$ cat config.mk
export PLATFORM = sky130hd
export DESIGN_NAME = banked_memory_map_decoder
export DESIGN_NICKNAME = d
export VERILOG_FILES = /design/src/memmap_pkg.sv /design/src/banked_memory_map_decoder.sv
export VERILOG_INCLUDE_DIRS = /design/src
export SDC_FILE = /design/constraint.sdc
export NUM_CORES = 1
export LEC_CHECK = 0
export ABC_CLOCK_PERIOD_IN_PS = 4200
export BUFFER_PORTS_ARGS = -buffer_cell sky130_fd_sc_hd__buf_2
export CAP_MARGIN = 20
export CORE_MARGIN = 5
export CORE_UTILIZATION = 53
export CTS_BUF_LIST = sky130_fd_sc_hd__clkbuf_8
export DETAILED_ROUTE_END_ITERATION = 8
export PLACE_DENSITY = 0.69
export SLEW_MARGIN = 30
export SYNTH_ARGS = -nofsm -noshare
export SYNTH_HDL_FRONTEND = slang
export SYNTH_SLANG_ARGS = --single-unit
$ cat constraint.sdc
create_clock -name i_clk -period 4.2 [get_ports i_clk]
set_input_delay 0.21 -clock i_clk [delete_from_list [all_inputs] [get_ports i_clk]]
set_output_delay 0.21 -clock i_clk [all_outputs]
set_load 0.02 [all_outputs]
$ cat src/memmap_consts.svh
// offsets, field positions, reset values and region bounds of the memory map decoder
`ifndef MEMMAP_CONSTS_SVH
`define MEMMAP_CONSTS_SVH

`define PC_WIDTH 13
`define RESET_VECTOR 13'h0000
`define INTR_VECTOR 13'h0004
`define SMALL_PROG_MASK 13'h03ff
`define LARGE_PROG_MASK 13'h07ff

`define OFS_INDIRECT_PORT 7'h00
`define OFS_PC_LOW 7'h02
`define OFS_STATUS 7'h03
`define OFS_POINTER 7'h04
`define OFS_PC_HIGH 7'h0a
`define OFS_INTR_CTRL 7'h0b

`define STATUS_BANK_BIT 5
`define STATUS_UPPER_BANK_BIT 6
`define STATUS_IND_BANK_BIT 7
`define STATUS_RESET 8'h18
`define INTR_CTRL_RESET 8'h00
`define PC_HIGH_RESET 8'h00

`define SFR_TOP 7'h1f
`define SMALL_RAM_LO 7'h40
`define LARGE_RAM_LO 7'h20
`define BANK1_RAM_TOP 7'h6f
`define COMMON_LO 7'h70
`define RAM_WORDS 128
`define UPPER_RAM_WORDS 80

`endif

$ cat src/memmap_pkg.sv
// types shared by the memory map decoder
`default_nettype none
package memmap_pkg;
    typedef enum logic [2:0] {
        REGION_NONE = 3'b000,
        REGION_CORE = 3'b001,
        REGION_PERIPH = 3'b010,
        REGION_RAM = 3'b011
    } region_t;

    typedef struct packed {
        logic valid;
        logic write;
        logic [7:0] addr;
        logic [7:0] wdata;
    } data_req_t;

    typedef struct packed {
        logic [12:0] pc;
        logic [12:0] phys;
    } fetch_t;
endpackage
`default_nettype wire

$ cat src/banked_memory_map_decoder.sv
// program counter, bank decode, core registers and general ram of the small core
//
// What this block does
// - the program counter is 13 bits wide, spanning 8K words of 14 bits.
// - the small variant implements program words 0000h to 03FFh only.
// - the large variant implements program words 0000h to 07FFh.
// - program addresses above the implemented region wrap by dropping upper bits.
// - reset starts execution at 0000h and interrupt entry loads 0004h.
// - data memory has two banks whose lowest 32 locations are special registers.
// - in the small variant bank 0 locations 40h to 7Fh are general ram.
// - in the large variant 20h to 7Fh of bank 0 and A0h to EFh of bank 1 are ram.
// - bank 1 locations F0h to FFh reach the same storage as bank 0 70h to 7Fh.
// - unimplemented data addresses read zero and ignore writes.
// - the bank select bit of the status register picks the bank for direct access.
// - the general ram holds 64 bytes small and 176 bytes large.
// - every data register is reachable directly and through the indirect pointer.
// - special registers are static storage and hold their value with the clock stopped.
`include "memmap_consts.svh"
`default_nettype none
module banked_memory_map_decoder #(
    parameter bit LARGE_VARIANT = 1'b0
) (
    // clock and reset
    input wire logic i_clk,
    input wire logic i_srst,
    // program counter control from the core
    input wire logic i_pc_advance,
    input wire logic i_pc_load,
    input wire logic [12:0] i_pc_load_value,
    input wire logic i_intr_entry,
    // operand access from the core
    input wire logic i_data_valid,
    input wire logic i_data_write,
    input wire logic [6:0] i_data_addr,
    input wire logic [7:0] i_data_wdata,
    // peripheral register read-back for the address of the current request, sampled with it
    input wire logic [7:0] i_periph_rdata,
    // fetch address out
    output logic [12:0] o_pc,
    output logic [12:0] o_fetch_addr,
    // operand answer
    output logic [7:0] o_data_rdata,
    output logic o_data_ack,
    // peripheral strobe
    output logic o_periph_write,
    output logic [7:0] o_periph_addr,
    output logic [7:0] o_periph_wdata,
    // core register view
    output logic [7:0] o_status,
    output logic [7:0] o_pointer,
    output logic [7:0] o_pc_high,
    output logic [7:0] o_intr_ctrl
);

    // the mask is fixed by the variant, so wrap-around costs no logic beyond an and
    localparam logic [12:0] PROG_MASK = LARGE_VARIANT ? `LARGE_PROG_MASK : `SMALL_PROG_MASK;

    logic [12:0] pc;
    logic [7:0] status;
    logic [7:0] pointer;
    logic [7:0] pc_high;
    logic [7:0] intr_ctrl;
    // ram array is static storage like the registers: nothing refreshes it with the clock
    logic [7:0] general_ram [`RAM_WORDS];
    // bank 1 area of the large variant has storage of its own so it never aliases bank 0
    logic [7:0] upper_ram [`UPPER_RAM_WORDS];

    memmap_pkg::data_req_t req;
    logic [7:0] full_addr;
    memmap_pkg::region_t region;
    logic [6:0] ram_index;
    logic in_upper;
    logic core_write;
    logic periph_write;
    logic ram_write;
    logic [7:0] core_rdata;
    logic [7:0] ram_rdata;
    logic [7:0] next_rdata;
    logic [12:0] next_pc;
    logic pc_low_write;

    // bank 1 area a0h..efh sits apart from the rest of the ram
    function automatic logic upper_area(input logic [7:0] a);
        upper_area = a[7] && a[6:0] < `COMMON_LO;
    endfunction

    // ram index: common region folds onto bank 0 slots, bank 1 area counts from its base
    function automatic logic [6:0] ram_slot(input logic [7:0] a);
        if (upper_area(a)) begin
            ram_slot = 7'(a[6:0] - `LARGE_RAM_LO);
        end else begin
            ram_slot = a[6:0];
        end
    endfunction

    // one decode of a qualified write, shared by every storage element
    function automatic logic write_to(
        input memmap_pkg::data_req_t r,
        input memmap_pkg::region_t where,
        input memmap_pkg::region_t want
    );
        write_to = r.valid && r.write && where == want;
    endfunction

    function automatic memmap_pkg::region_t classify(input logic [7:0] a);
        logic [6:0] ofs;
        ofs = a[6:0];
        if (ofs <= `SFR_TOP) begin
            if (ofs == `OFS_INDIRECT_PORT || ofs == `OFS_PC_LOW || ofs == `OFS_STATUS
                || ofs == `OFS_POINTER || ofs == `OFS_PC_HIGH || ofs == `OFS_INTR_CTRL) begin
                classify = memmap_pkg::REGION_CORE;
            end else begin
                classify = memmap_pkg::REGION_PERIPH;
            end
        end else if (ofs >= `COMMON_LO) begin
            classify = memmap_pkg::REGION_RAM;
        end else if (!a[7] && ofs >= `SMALL_RAM_LO) begin
            classify = memmap_pkg::REGION_RAM;
        end else if (LARGE_VARIANT && !a[7] && ofs >= `LARGE_RAM_LO) begin
            classify = memmap_pkg::REGION_RAM;
        end else if (LARGE_VARIANT && a[7] && ofs >= `LARGE_RAM_LO && ofs <= `BANK1_RAM_TOP) begin
            classify = memmap_pkg::REGION_RAM;
        end else begin
            classify = memmap_pkg::REGION_NONE;
        end
    endfunction

    // indirect port reroutes through the pointer, ignoring the bank bit
    always_comb begin
        req.valid = i_data_valid;
        req.write = i_data_write;
        req.wdata = i_data_wdata;
        if (i_data_addr == `OFS_INDIRECT_PORT) begin
            req.addr = pointer;
        end else begin
            req.addr = {status[`STATUS_BANK_BIT], i_data_addr};
        end
    end

    always_comb begin
        full_addr = req.addr;
        region = classify(full_addr);
        // an indirect access that points back at the port itself reaches nothing
        if (i_data_addr == `OFS_INDIRECT_PORT && full_addr[6:0] == `OFS_INDIRECT_PORT) begin
            region = memmap_pkg::REGION_NONE;
        end
        in_upper = upper_area(full_addr);
        ram_index = ram_slot(full_addr);
    end

    // every storage element acts on the same qualified decode
    always_comb begin
        core_write = write_to(req, region, memmap_pkg::REGION_CORE);
        periph_write = write_to(req, region, memmap_pkg::REGION_PERIPH);
        ram_write = write_to(req, region, memmap_pkg::REGION_RAM);
    end

    // core registers read at their own offset in either bank
    always_comb begin
        case (full_addr[6:0])
            `OFS_PC_LOW: core_rdata = pc[7:0];
            `OFS_STATUS: core_rdata = status;
            `OFS_POINTER: core_rdata = pointer;
            `OFS_PC_HIGH: core_rdata = pc_high;
            `OFS_INTR_CTRL: core_rdata = intr_ctrl;
            default: core_rdata = 8'h00;
        endcase
    end

    // the upper area is picked for any bank 1 address below f0h; only the large variant lets it through
    always_comb begin
        if (in_upper) begin
            ram_rdata = upper_ram[ram_index];
        end else begin
            ram_rdata = general_ram[ram_index];
        end
    end

    always_comb begin
        case (region)
            memmap_pkg::REGION_CORE: next_rdata = core_rdata;
            memmap_pkg::REGION_PERIPH: next_rdata = i_periph_rdata;
            memmap_pkg::REGION_RAM: next_rdata = ram_rdata;
            default: next_rdata = 8'h00;
        endcase
    end

    // a write to the low byte jumps, taking the high part from the latch
    assign pc_low_write = core_write && full_addr[6:0] == `OFS_PC_LOW;

    // priority: interrupt entry, then explicit load, then a write to the low byte, then advance
    always_comb begin
        if (i_intr_entry) begin
            next_pc = `INTR_VECTOR;
        end else if (i_pc_load) begin
            next_pc = i_pc_load_value;
        end else if (pc_low_write) begin
            next_pc = {pc_high[4:0], req.wdata};
        end else if (i_pc_advance) begin
            next_pc = 13'(pc + 13'h0001);
        end else begin
            next_pc = pc;
        end
    end

    always_ff @(posedge i_clk) begin
        if (i_srst) begin
            pc <= `RESET_VECTOR;
        end else begin
            pc <= next_pc;
        end
    end

    // the pc view is a flop of its own so the output never waits on decode
    always_ff @(posedge i_clk) begin
        if (i_srst) begin
            o_pc <= `RESET_VECTOR;
        end else begin
            o_pc <= next_pc;
        end
    end

    // only the low bits select the physical word, so a high address wraps into the region
    always_ff @(posedge i_clk) begin
        if (i_srst) begin
            o_fetch_addr <= `RESET_VECTOR;
        end else begin
            o_fetch_addr <= next_pc & PROG_MASK;
        end
    end

    // reserved bank bits are stored as written: the core is trusted to keep them zero
    always_ff @(posedge i_clk) begin
        if (i_srst) begin
            status <= `STATUS_RESET;
        end else if (core_write && full_addr[6:0] == `OFS_STATUS) begin
            status <= req.wdata;
        end
    end

    // pointer is a full 8-bit address, so the indirect bank bit is never needed
    always_ff @(posedge i_clk) begin
        if (i_srst) begin
            pointer <= 8'h00;
        end else if (core_write && full_addr[6:0] == `OFS_POINTER) begin
            pointer <= req.wdata;
        end
    end

    // the latch only reaches the pc through a write to the low byte
    always_ff @(posedge i_clk) begin
        if (i_srst) begin
            pc_high <= `PC_HIGH_RESET;
        end else if (core_write && full_addr[6:0] == `OFS_PC_HIGH) begin
            pc_high <= req.wdata;
        end
    end

    always_ff @(posedge i_clk) begin
        if (i_srst) begin
            intr_ctrl <= `INTR_CTRL_RESET;
        end else if (core_write && full_addr[6:0] == `OFS_INTR_CTRL) begin
            intr_ctrl <= req.wdata;
        end
    end

    // no reset on the ram: contents are undefined at power-up as with any static array
    always_ff @(posedge i_clk) begin
        if (ram_write && !in_upper) begin
            general_ram[ram_index] <= req.wdata;
        end
    end

    always_ff @(posedge i_clk) begin
        if (ram_write && in_upper) begin
            upper_ram[ram_index] <= req.wdata;
        end
    end

    // answer: one cycle after the request, zero when nothing is asked
    always_ff @(posedge i_clk) begin
        if (i_srst) begin
            o_data_ack <= 1'b0;
            o_data_rdata <= 8'h00;
        end else begin
            o_data_ack <= req.valid;
            o_data_rdata <= req.valid ? next_rdata : 8'h00;
        end
    end

    // address and data follow every request; only the strobe says a write happened
    always_ff @(posedge i_clk) begin
        if (i_srst) begin
            o_periph_write <= 1'b0;
            o_periph_addr <= 8'h00;
            o_periph_wdata <= 8'h00;
        end else begin
            o_periph_write <= periph_write;
            o_periph_addr <= full_addr;
            o_periph_wdata <= req.wdata;
        end
    end

    // register views trail the registers by one cycle
    always_ff @(posedge i_clk) begin
        if (i_srst) begin
            o_status <= `STATUS_RESET;
        end else begin
            o_status <= status;
        end
    end

    always_ff @(posedge i_clk) begin
        if (i_srst) begin
            o_pointer <= 8'h00;
        end else begin
            o_pointer <= pointer;
        end
    end

    always_ff @(posedge i_clk) begin
        if (i_srst) begin
            o_pc_high <= `PC_HIGH_RESET;
        end else begin
            o_pc_high <= pc_high;
        end
    end

    always_ff @(posedge i_clk) begin
        if (i_srst) begin
            o_intr_ctrl <= `INTR_CTRL_RESET;
        end else begin
            o_intr_ctrl <= intr_ctrl;
        end
    end

endmodule
`default_nettype wire

# [After elaboration in Yosys (flattened, before gate mapping)]
# Memories as Yosys holds them, arrays and structs flattened.
# Cells that the tools add are included.
[totals] memories=2 latch_bits=0 in_bits=43 mem_bits_rw=1664 rom_bits=0 ff_bits=106 output_inout_bits=84
[mem_list] memory="general_ram" depth=128 width=8 rd=1 rd_ports_with_merged_regs=0 write_ports=1 line="banked_memory_map_decoder.sv:64" text="logic [7:0] general_ram [`RAM_WORDS];"
[mem_list] memory="upper_ram" depth=80 width=8 rd=1 rd_ports_with_merged_regs=0 write_ports=1 line="banked_memory_map_decoder.sv:66" text="logic [7:0] upper_ram [`UPPER_RAM_WORDS];"
[classes] reduce_logical=26 order_cmp=4 eq_ne=8 addsub=2 n_div=0 n_mul=0 bitwise_logic=1 mux=18 n_shift=0
[ops] cell="8-bit case mux with 5 select lines" count=1
[ops] cell="13-bit 2-to-1 mux" count=3
[ops] cell="8-bit case mux with 3 select lines" count=1
[ops] cell="8-bit 2-to-1 mux" count=2
[ops] cell="7-bit by 2-bit == test with 1-bit output (second input constant)" count=2
[ops] cell="7-bit by 4-bit == test with 1-bit output (second input constant)" count=2
[ops] cell="7-bit >= comparator (second input constant)" count=2
[ops] cell="1-bit logical AND" count=14
[ops] cell="7-bit zero test" count=2
[ops] cell="13-bit by 1-bit adder with 13-bit output (second input constant)" count=1
[ops] cell="10-bit 2-to-1 mux" count=1
[ops] cell="7-bit by 3-bit == test with 1-bit output (second input constant)" count=1
[ops] cell="7-bit by 5-bit <= comparator with 1-bit output (second input constant)" count=1
[ops] cell="7-bit less-than comparator (second input constant)" count=1
[ops] cell="7-bit 2-to-1 mux" count=1
[ops] cell="7-bit by 6-bit subtractor with 7-bit output (second input constant)" count=1
[ops] cell="3-bit by 2-bit == test with 1-bit output (second input constant)" count=2
[ops] cell="2-bit 2-to-1 mux" count=3
[ops] cell="3-bit 2-to-1 mux" count=2
[ops] cell="1-bit logical OR" count=5
[ops] cell="1-bit 2-to-1 mux" count=4
[ops] cell="2-bit OR reduction" count=2
[ops] cell="3-bit by 1-bit == test with 1-bit output (second input constant)" count=1
[ops] cell="3-bit nonzero test" count=1
[ops] cell="other kinds (2)" count=3

# [Longest topological paths before layout]
[logic_depth] word_depth=17 mapped_depth=16 ltp_nobuf=13

# [Worst setup path before layout]
# Ideal clock, no wire load.
[synth_timing] path_kind="input port to flip-flop" start="input i_data_addr[0]" end="memory upper_ram[16][0] (enable)" path_buffers=1 required_time_ns=3.805 t_arrival_ns=3.355 slack_ns=0.450 stages=12 setup_time_ns=0.395 path_cell_list="nor4_4 a21oi_1 inv_1 ha_1 nand2_1 nand4_1 and2_1 buf_2 nand3_1 o21ai_1 nand2_1 nor4_1"
[synth_via] elab_chain_len=16 word_cells_on_any_way=33 classes_between="add/sub: 1; order compare: 4; eq/ne: 6; mux: 9; reduce/logical: 13"
[synth_lines] item="start, declared" line="banked_memory_map_decoder.sv:34" text="input wire logic [6:0] i_data_addr,"
[synth_lines] item="7-bit zero test (no line) (*)"
[synth_lines] item="8-bit 2-to-1 mux (*)" line="banked_memory_map_decoder.sv:133" text="if (i_data_addr == `OFS_INDIRECT_PORT) begin"
[synth_lines] item="via full_addr[6]" line="banked_memory_map_decoder.sv:69" text="logic [7:0] full_addr;"
[synth_lines] item="parallel branches: the longest is 14 deep, another holds 7-bit >= comparator"
[synth_lines] item="end, declared" line="banked_memory_map_decoder.sv:66"
# Mark *: on every way through the listed nets, which the timed path passes.

# [Worst setup path in the final report]
[layout_timing] start="register pointer[3]" end="register o_pc[10]"
[layout_via] elab_chain_len=15 word_cells_on_any_way=28 classes_between="order compare: 3; eq/ne: 6; mux: 8; reduce/logical: 11"
[layout_lines] item="start, declared" line="banked_memory_map_decoder.sv:60" text="logic [7:0] pointer;"
[layout_lines] item="start signal, assigned" line="banked_memory_map_decoder.sv:246" text="pointer <= req.wdata;"
[layout_lines] item="8-bit 2-to-1 mux (*)" line="banked_memory_map_decoder.sv:133"
[layout_lines] item="parallel branches: the longest is 11 deep, another holds 7-bit >= comparator"
[layout_lines] item="1-bit logical AND (no line) (*)"
[layout_lines] item="13-bit 2-to-1 mux" line="banked_memory_map_decoder.sv:197" text="end else if (pc_low_write) begin"
[layout_lines] item="13-bit 2-to-1 mux" line="banked_memory_map_decoder.sv:195" text="end else if (i_pc_load) begin"
[layout_lines] item="end signal, assigned" line="banked_memory_map_decoder.sv:217" text="o_pc <= `RESET_VECTOR;"
[layout_lines] item="end signal, assigned" line="banked_memory_map_decoder.sv:219" text="o_pc <= next_pc;"
[layout_lines] item="end, declared" line="banked_memory_map_decoder.sv:39" text="output logic [12:0] o_pc,"
# Every way passes the cells marked *.
# A chain may end at the register's enable or synchronous reset.

==> results by group <==
Timing
  – Post-route setup slack: roughly 0.057 ns
  – Tmin final: slightly above 4 ns
  – Final hold viol count: 0
  – Min Hold Slack: around 0.12 ns
  – Post-Route Skew: roughly 0.07 ns
  – Pins over their slew limit: 0
  – Fmax: ~240 MHz
  – Worst slew margin: a little over a quarter
  – Final setup TNS: 0 ns
  – Tcrit/Tclk final: between 90% and 100%
  – Finish-stage setup viols: 0
  – Worst-Margin Slew: approximately 1.1 ns

Setup path
  – CP Class: flip-flop to flip-flop
  – Crit Path Max Fanout: 15
  – Startpoint Class: flip-flop
  – Crit. End Element: flip-flop
  – Worst EP required: 5.10 ns
  – Arrival time worst endpoint: just over 5 ns

Yosys
  – Synthesized instance count: approximately 4600
  – Mapped cell area: approximately 65000 um^2
  – Largest family of logic cells by synthesized area: simple AND/OR/NAND/NOR gates
  – Distinct cells, synth: between 80 and 90
  – Post-synthesis mux area share: between 4 and 5%
  – Yosys warnings: 0
  – Sequential area share after synthesis: between 70% and 80%
  – Syn_area_per_cell: about 14 um^2
  – Synth Area in Compound Gates: under 10%
  – Post-synth EDFFs: between 1500 and 2000
  – Post-synth top flop: edfxtp_1
  – Share of synthesized registers carrying an async set or reset: 0%
  – Adder-cell share of the synthesized area: less than 1%
  – Simple-gate share of the synthesized area: around an eighth
  – Post-Synth XOR/XNOR Area: 0.1624%
  – #FFs+latches synth: about 1600

Routing
  – DRC: 0
  – Number of antenna-violating nets in the routed design: 0
  – 1st-pass router iterations: 5
  – Iter 0 DRT Violations: ~5600
  – Final WL: between 150 and 200 mm
  – Vias per inst: around 5.7
  – Wirelength per Cell: 23.27 um
  – Via count: about 43000

Clocking
  – CTS Buf Count: approximately 280
  – CTS tree: yes
  – Clk pin slew, worst setup/hold paths: about 0.070 ns
  – H-Tree Depth: 5
  – Clock sink count: 1639
  – CTS Buffer Depth: 4
  – CTS root buf: clkbuf_8
  – Clk Latency, worst-skew pair: 0.98 ns

Min path
  – Hold WC Path Type: input pin to flip-flop

Pwr
  – Lkg Pwr: 0.02871 uW
  – Clock network fraction of total power: 37.6%
  – P_int: about 26000 uW
  – Power per Cell Area: roughly 440 nW/um^2
  – Switch Pwr: ~8000 uW
  – Combinational share of power: under 10%
  – Peak VDD IR: 0.3618 mV
  – Part of the power in registers: between 50% and 60%
  – Total power: 33800 uW
  – Switching part of the total: between 20% and 30%

Place
  – DP Worst Slack: -0.2986 ns
  – Post-DP HPWL: roughly 110 mm
  – Port-buffer cells: about 120
  – RD Place Congestion: around 0.94
  – Placed Cells: 7077

Die
  – Core area: approximately 120000 um^2
  – Starting Density: 53.26%
  – Total die area: 129200 um^2
  – Horiz. Die Dim: 359.5 um
  – Die Ht: 359.5 um
  – Row count: approximately 130
  – # IOs: 127

Layout
  – Area Growth Syn to Fin: 19.08%
  – Layout cells sized above 1: 14.38%
  – Top reg by flops: general_ram
  – Non-Filler Instances: approximately 7600
  – Biggest regs: general_ram: 1024 flops, upper_ram: 512 flops, o_pc: 13 flops
  – NumNets Final: approximately 6000
  – Max reg flops: approximately 1000

Status
  – Outcome: completed

Global routing
  – All-Layer GR Usage: between 20% and 30%
  – GR Overflow Total: 0
  – First-pass GRT wire length: between 200 and 300 mm
  – Vias in the first global route: ~42000
  – Initial antenna violation count: 4
  – Largest net degree at the start of global routing: 128

Job
  – Max-Cap Viols: 0
-- metal layers --
metal | GRT usage [%] | routed length (um) | up-vias
met2 | 42.11 | 82020 | 2361
met3 | 6.146 | 17830 | 424
met1 | 37.13 | 69680 | 21494
met4 | 11.50 | 7756 | 2
li1 | - | - | 18942
met5 | 0 | 16 | -
-- path summary, 6_finish.rpt --
kind         cells after the start                           to  slack (ns)                      start
max reg2reg                     12        o_pc[10]$_SDFFE_PP0P_        0.06    pointer[3]$_SDFFE_PP0P_
min reg2reg                      1    o_intr_ctrl[7]$_SDFF_PP0_        0.48  intr_ctrl[7]$_SDFFE_PP0P_
min                              5  o_periph_addr[7]$_SDFF_PP0_        0.12             i_data_addr[0]
max                             12        o_pc[10]$_SDFFE_PP0P_        0.06    pointer[3]$_SDFFE_PP0P_
-- Yosys cell counts, types with 6 or more instances --
cell type	n	area (um^2)
edfxtp_1	1536	46120
nand3_1	360	1802
xor2_1	8	70.07
o21ai_0	36	180.2
nor2_1	219	822.0
clkbuf_1	72	270.3
a32oi_1	72	630.6
nor2b_1	39	244.0
buf_4	57	427.9
o31ai_1	7	52.55
o22ai_1	38	237.7
a211oi_1	10	75.07
nor3_1	25	125.1
a31oi_1	74	462.9
a21oi_1	160	800.8
buf_1	23	86.33
a22o_1	8	70.07
a221oi_1	17	148.9
o221ai_1	9	78.83
buf_2	134	670.6
a311oi_1	16	140.1
mux2i_1	108	1081
o211ai_1	17	127.6
inv_1	9	33.78
nor4_1	14	87.58
a32o_1	7	70.07
a22oi_1	33	247.7
a31o_2	7	61.31
mux4_2	74	1667
dfxtp_1	103	2062
and2_1	6	37.54
and3_1	26	162.7
nand2_1	1080	4054
nand4_1	57	356.6
-- worst max-delay path, stage by stage, from the launching register on --
cell and delay (ns):
dfxtp_1 0.52, or4b_4 0.56, o21a_2 0.26, buf_4 0.19, a221oi_4 0.37, o2111ai_2 0.16
buf_4 0.20, buf_6 0.15, a311oi_1 0.29, a21oi_1 0.07, dlygate4sd3_1 0.58, nor2_1 0.14
dlygate4sd3_1 0.58
-- area by class of cell --
class / count / area [um^2]
Antenna cell: 2 / 5.005
Clock buffer: 292 / 4019
Clock inverter: 174 / 805.8
Fill cell: 9099 / 44470
Inverter: 10 / 37.54
Multi-Input combinational cell: 3412 / 18110
Sequential cell: 1639 / 48190
Tap cell: 1625 / 2033
Timing Repair Buffer: 466 / 3889
-- per-stage QoR --
| stage | area, um^2 | util (%) |
|---|---|---|
| global route | 77090 | 63.42 |
| CTS | 76980 | 63.33 |
| global placement | 71430 | 58.77 |
| detailed placement | 71450 | 58.78 |
| floorplan | 67630 | - |
| finish | 77090 | 63.42 |
-- power groups by stage --
stage / logic, uW / clock network [uW] / registers, uW
after global routing: 2530 / 13800 / 18800
after global placement: 2210 / 0 / 19000
after CTS: 2300 / 12900 / 18700
after floorplan: 1210 / 0 / 19000
after detailed placement: 2240 / 0 / 19100
final: 2360 / 12700 / 18700
-- cells by family (layout without fill, tap and decap cells) --
group,after synthesis,count (layout)
and+or+nand+nor,1867,1867
DFF,1639,1639
AOI/OAI and AO/OA,575,575
buffers and inverters,301,942
muxes,184,184
xor gates and xnor gates,12,12
adders and majority gates,3,3
other,1,773
-- timing repair --
| action | 4_1_cts | 5_1_grt |
|---|---|---|
| setup buffers | 0 | 5 |
| pin swaps | 0 | 3 |
| hold buffers | 69 | 0 |
| endpoints found under the hold margin | 822 | 0 |
| gates resized for setup | 2 | 8 |
| gates cloned | 0 | 0 |
| endpoints found under the setup margin | 1 | 94 |
-- cells in the final DEF, fill, tap and decap left out, types with 9 or more instances in the layout --
| cell type | Yosys | layout |
|---|---|---|
| edfxtp_1 | 1536 | 1536 |
| nand2_1 | 1080 | 1079 |
| conb_1 | 1 | 771 |
| nand3_1 | 360 | 360 |
| clkbuf_8 | 0 | 292 |
| buf_4 | 57 | 236 |
| nor2_1 | 219 | 210 |
| a21oi_1 | 160 | 158 |
| buf_2 | 134 | 115 |
| inv_1 | 9 | 113 |
| mux2i_1 | 108 | 108 |
| dfxtp_1 | 103 | 102 |
| mux4_2 | 74 | 74 |
| a32oi_1 | 72 | 72 |
| a31oi_1 | 74 | 72 |
| dlygate4sd3_1 | 0 | 69 |
| nand4_1 | 57 | 57 |
| clkinv_1 | 1 | 44 |
| nor2b_1 | 39 | 39 |
| o22ai_1 | 38 | 38 |
| buf_12 | 0 | 38 |
| o21ai_0 | 36 | 36 |
| a22oi_1 | 33 | 32 |
| and3_1 | 26 | 26 |
| nor3_1 | 25 | 24 |
| o211ai_1 | 17 | 17 |
| a221oi_1 | 17 | 16 |
| clkinv_2 | 0 | 16 |
| a311oi_1 | 16 | 14 |
| nor4_1 | 14 | 11 |
| a211oi_1 | 10 | 10 |
| nor2_4 | 0 | 9 |
Power figures use the tool's default switching activity.
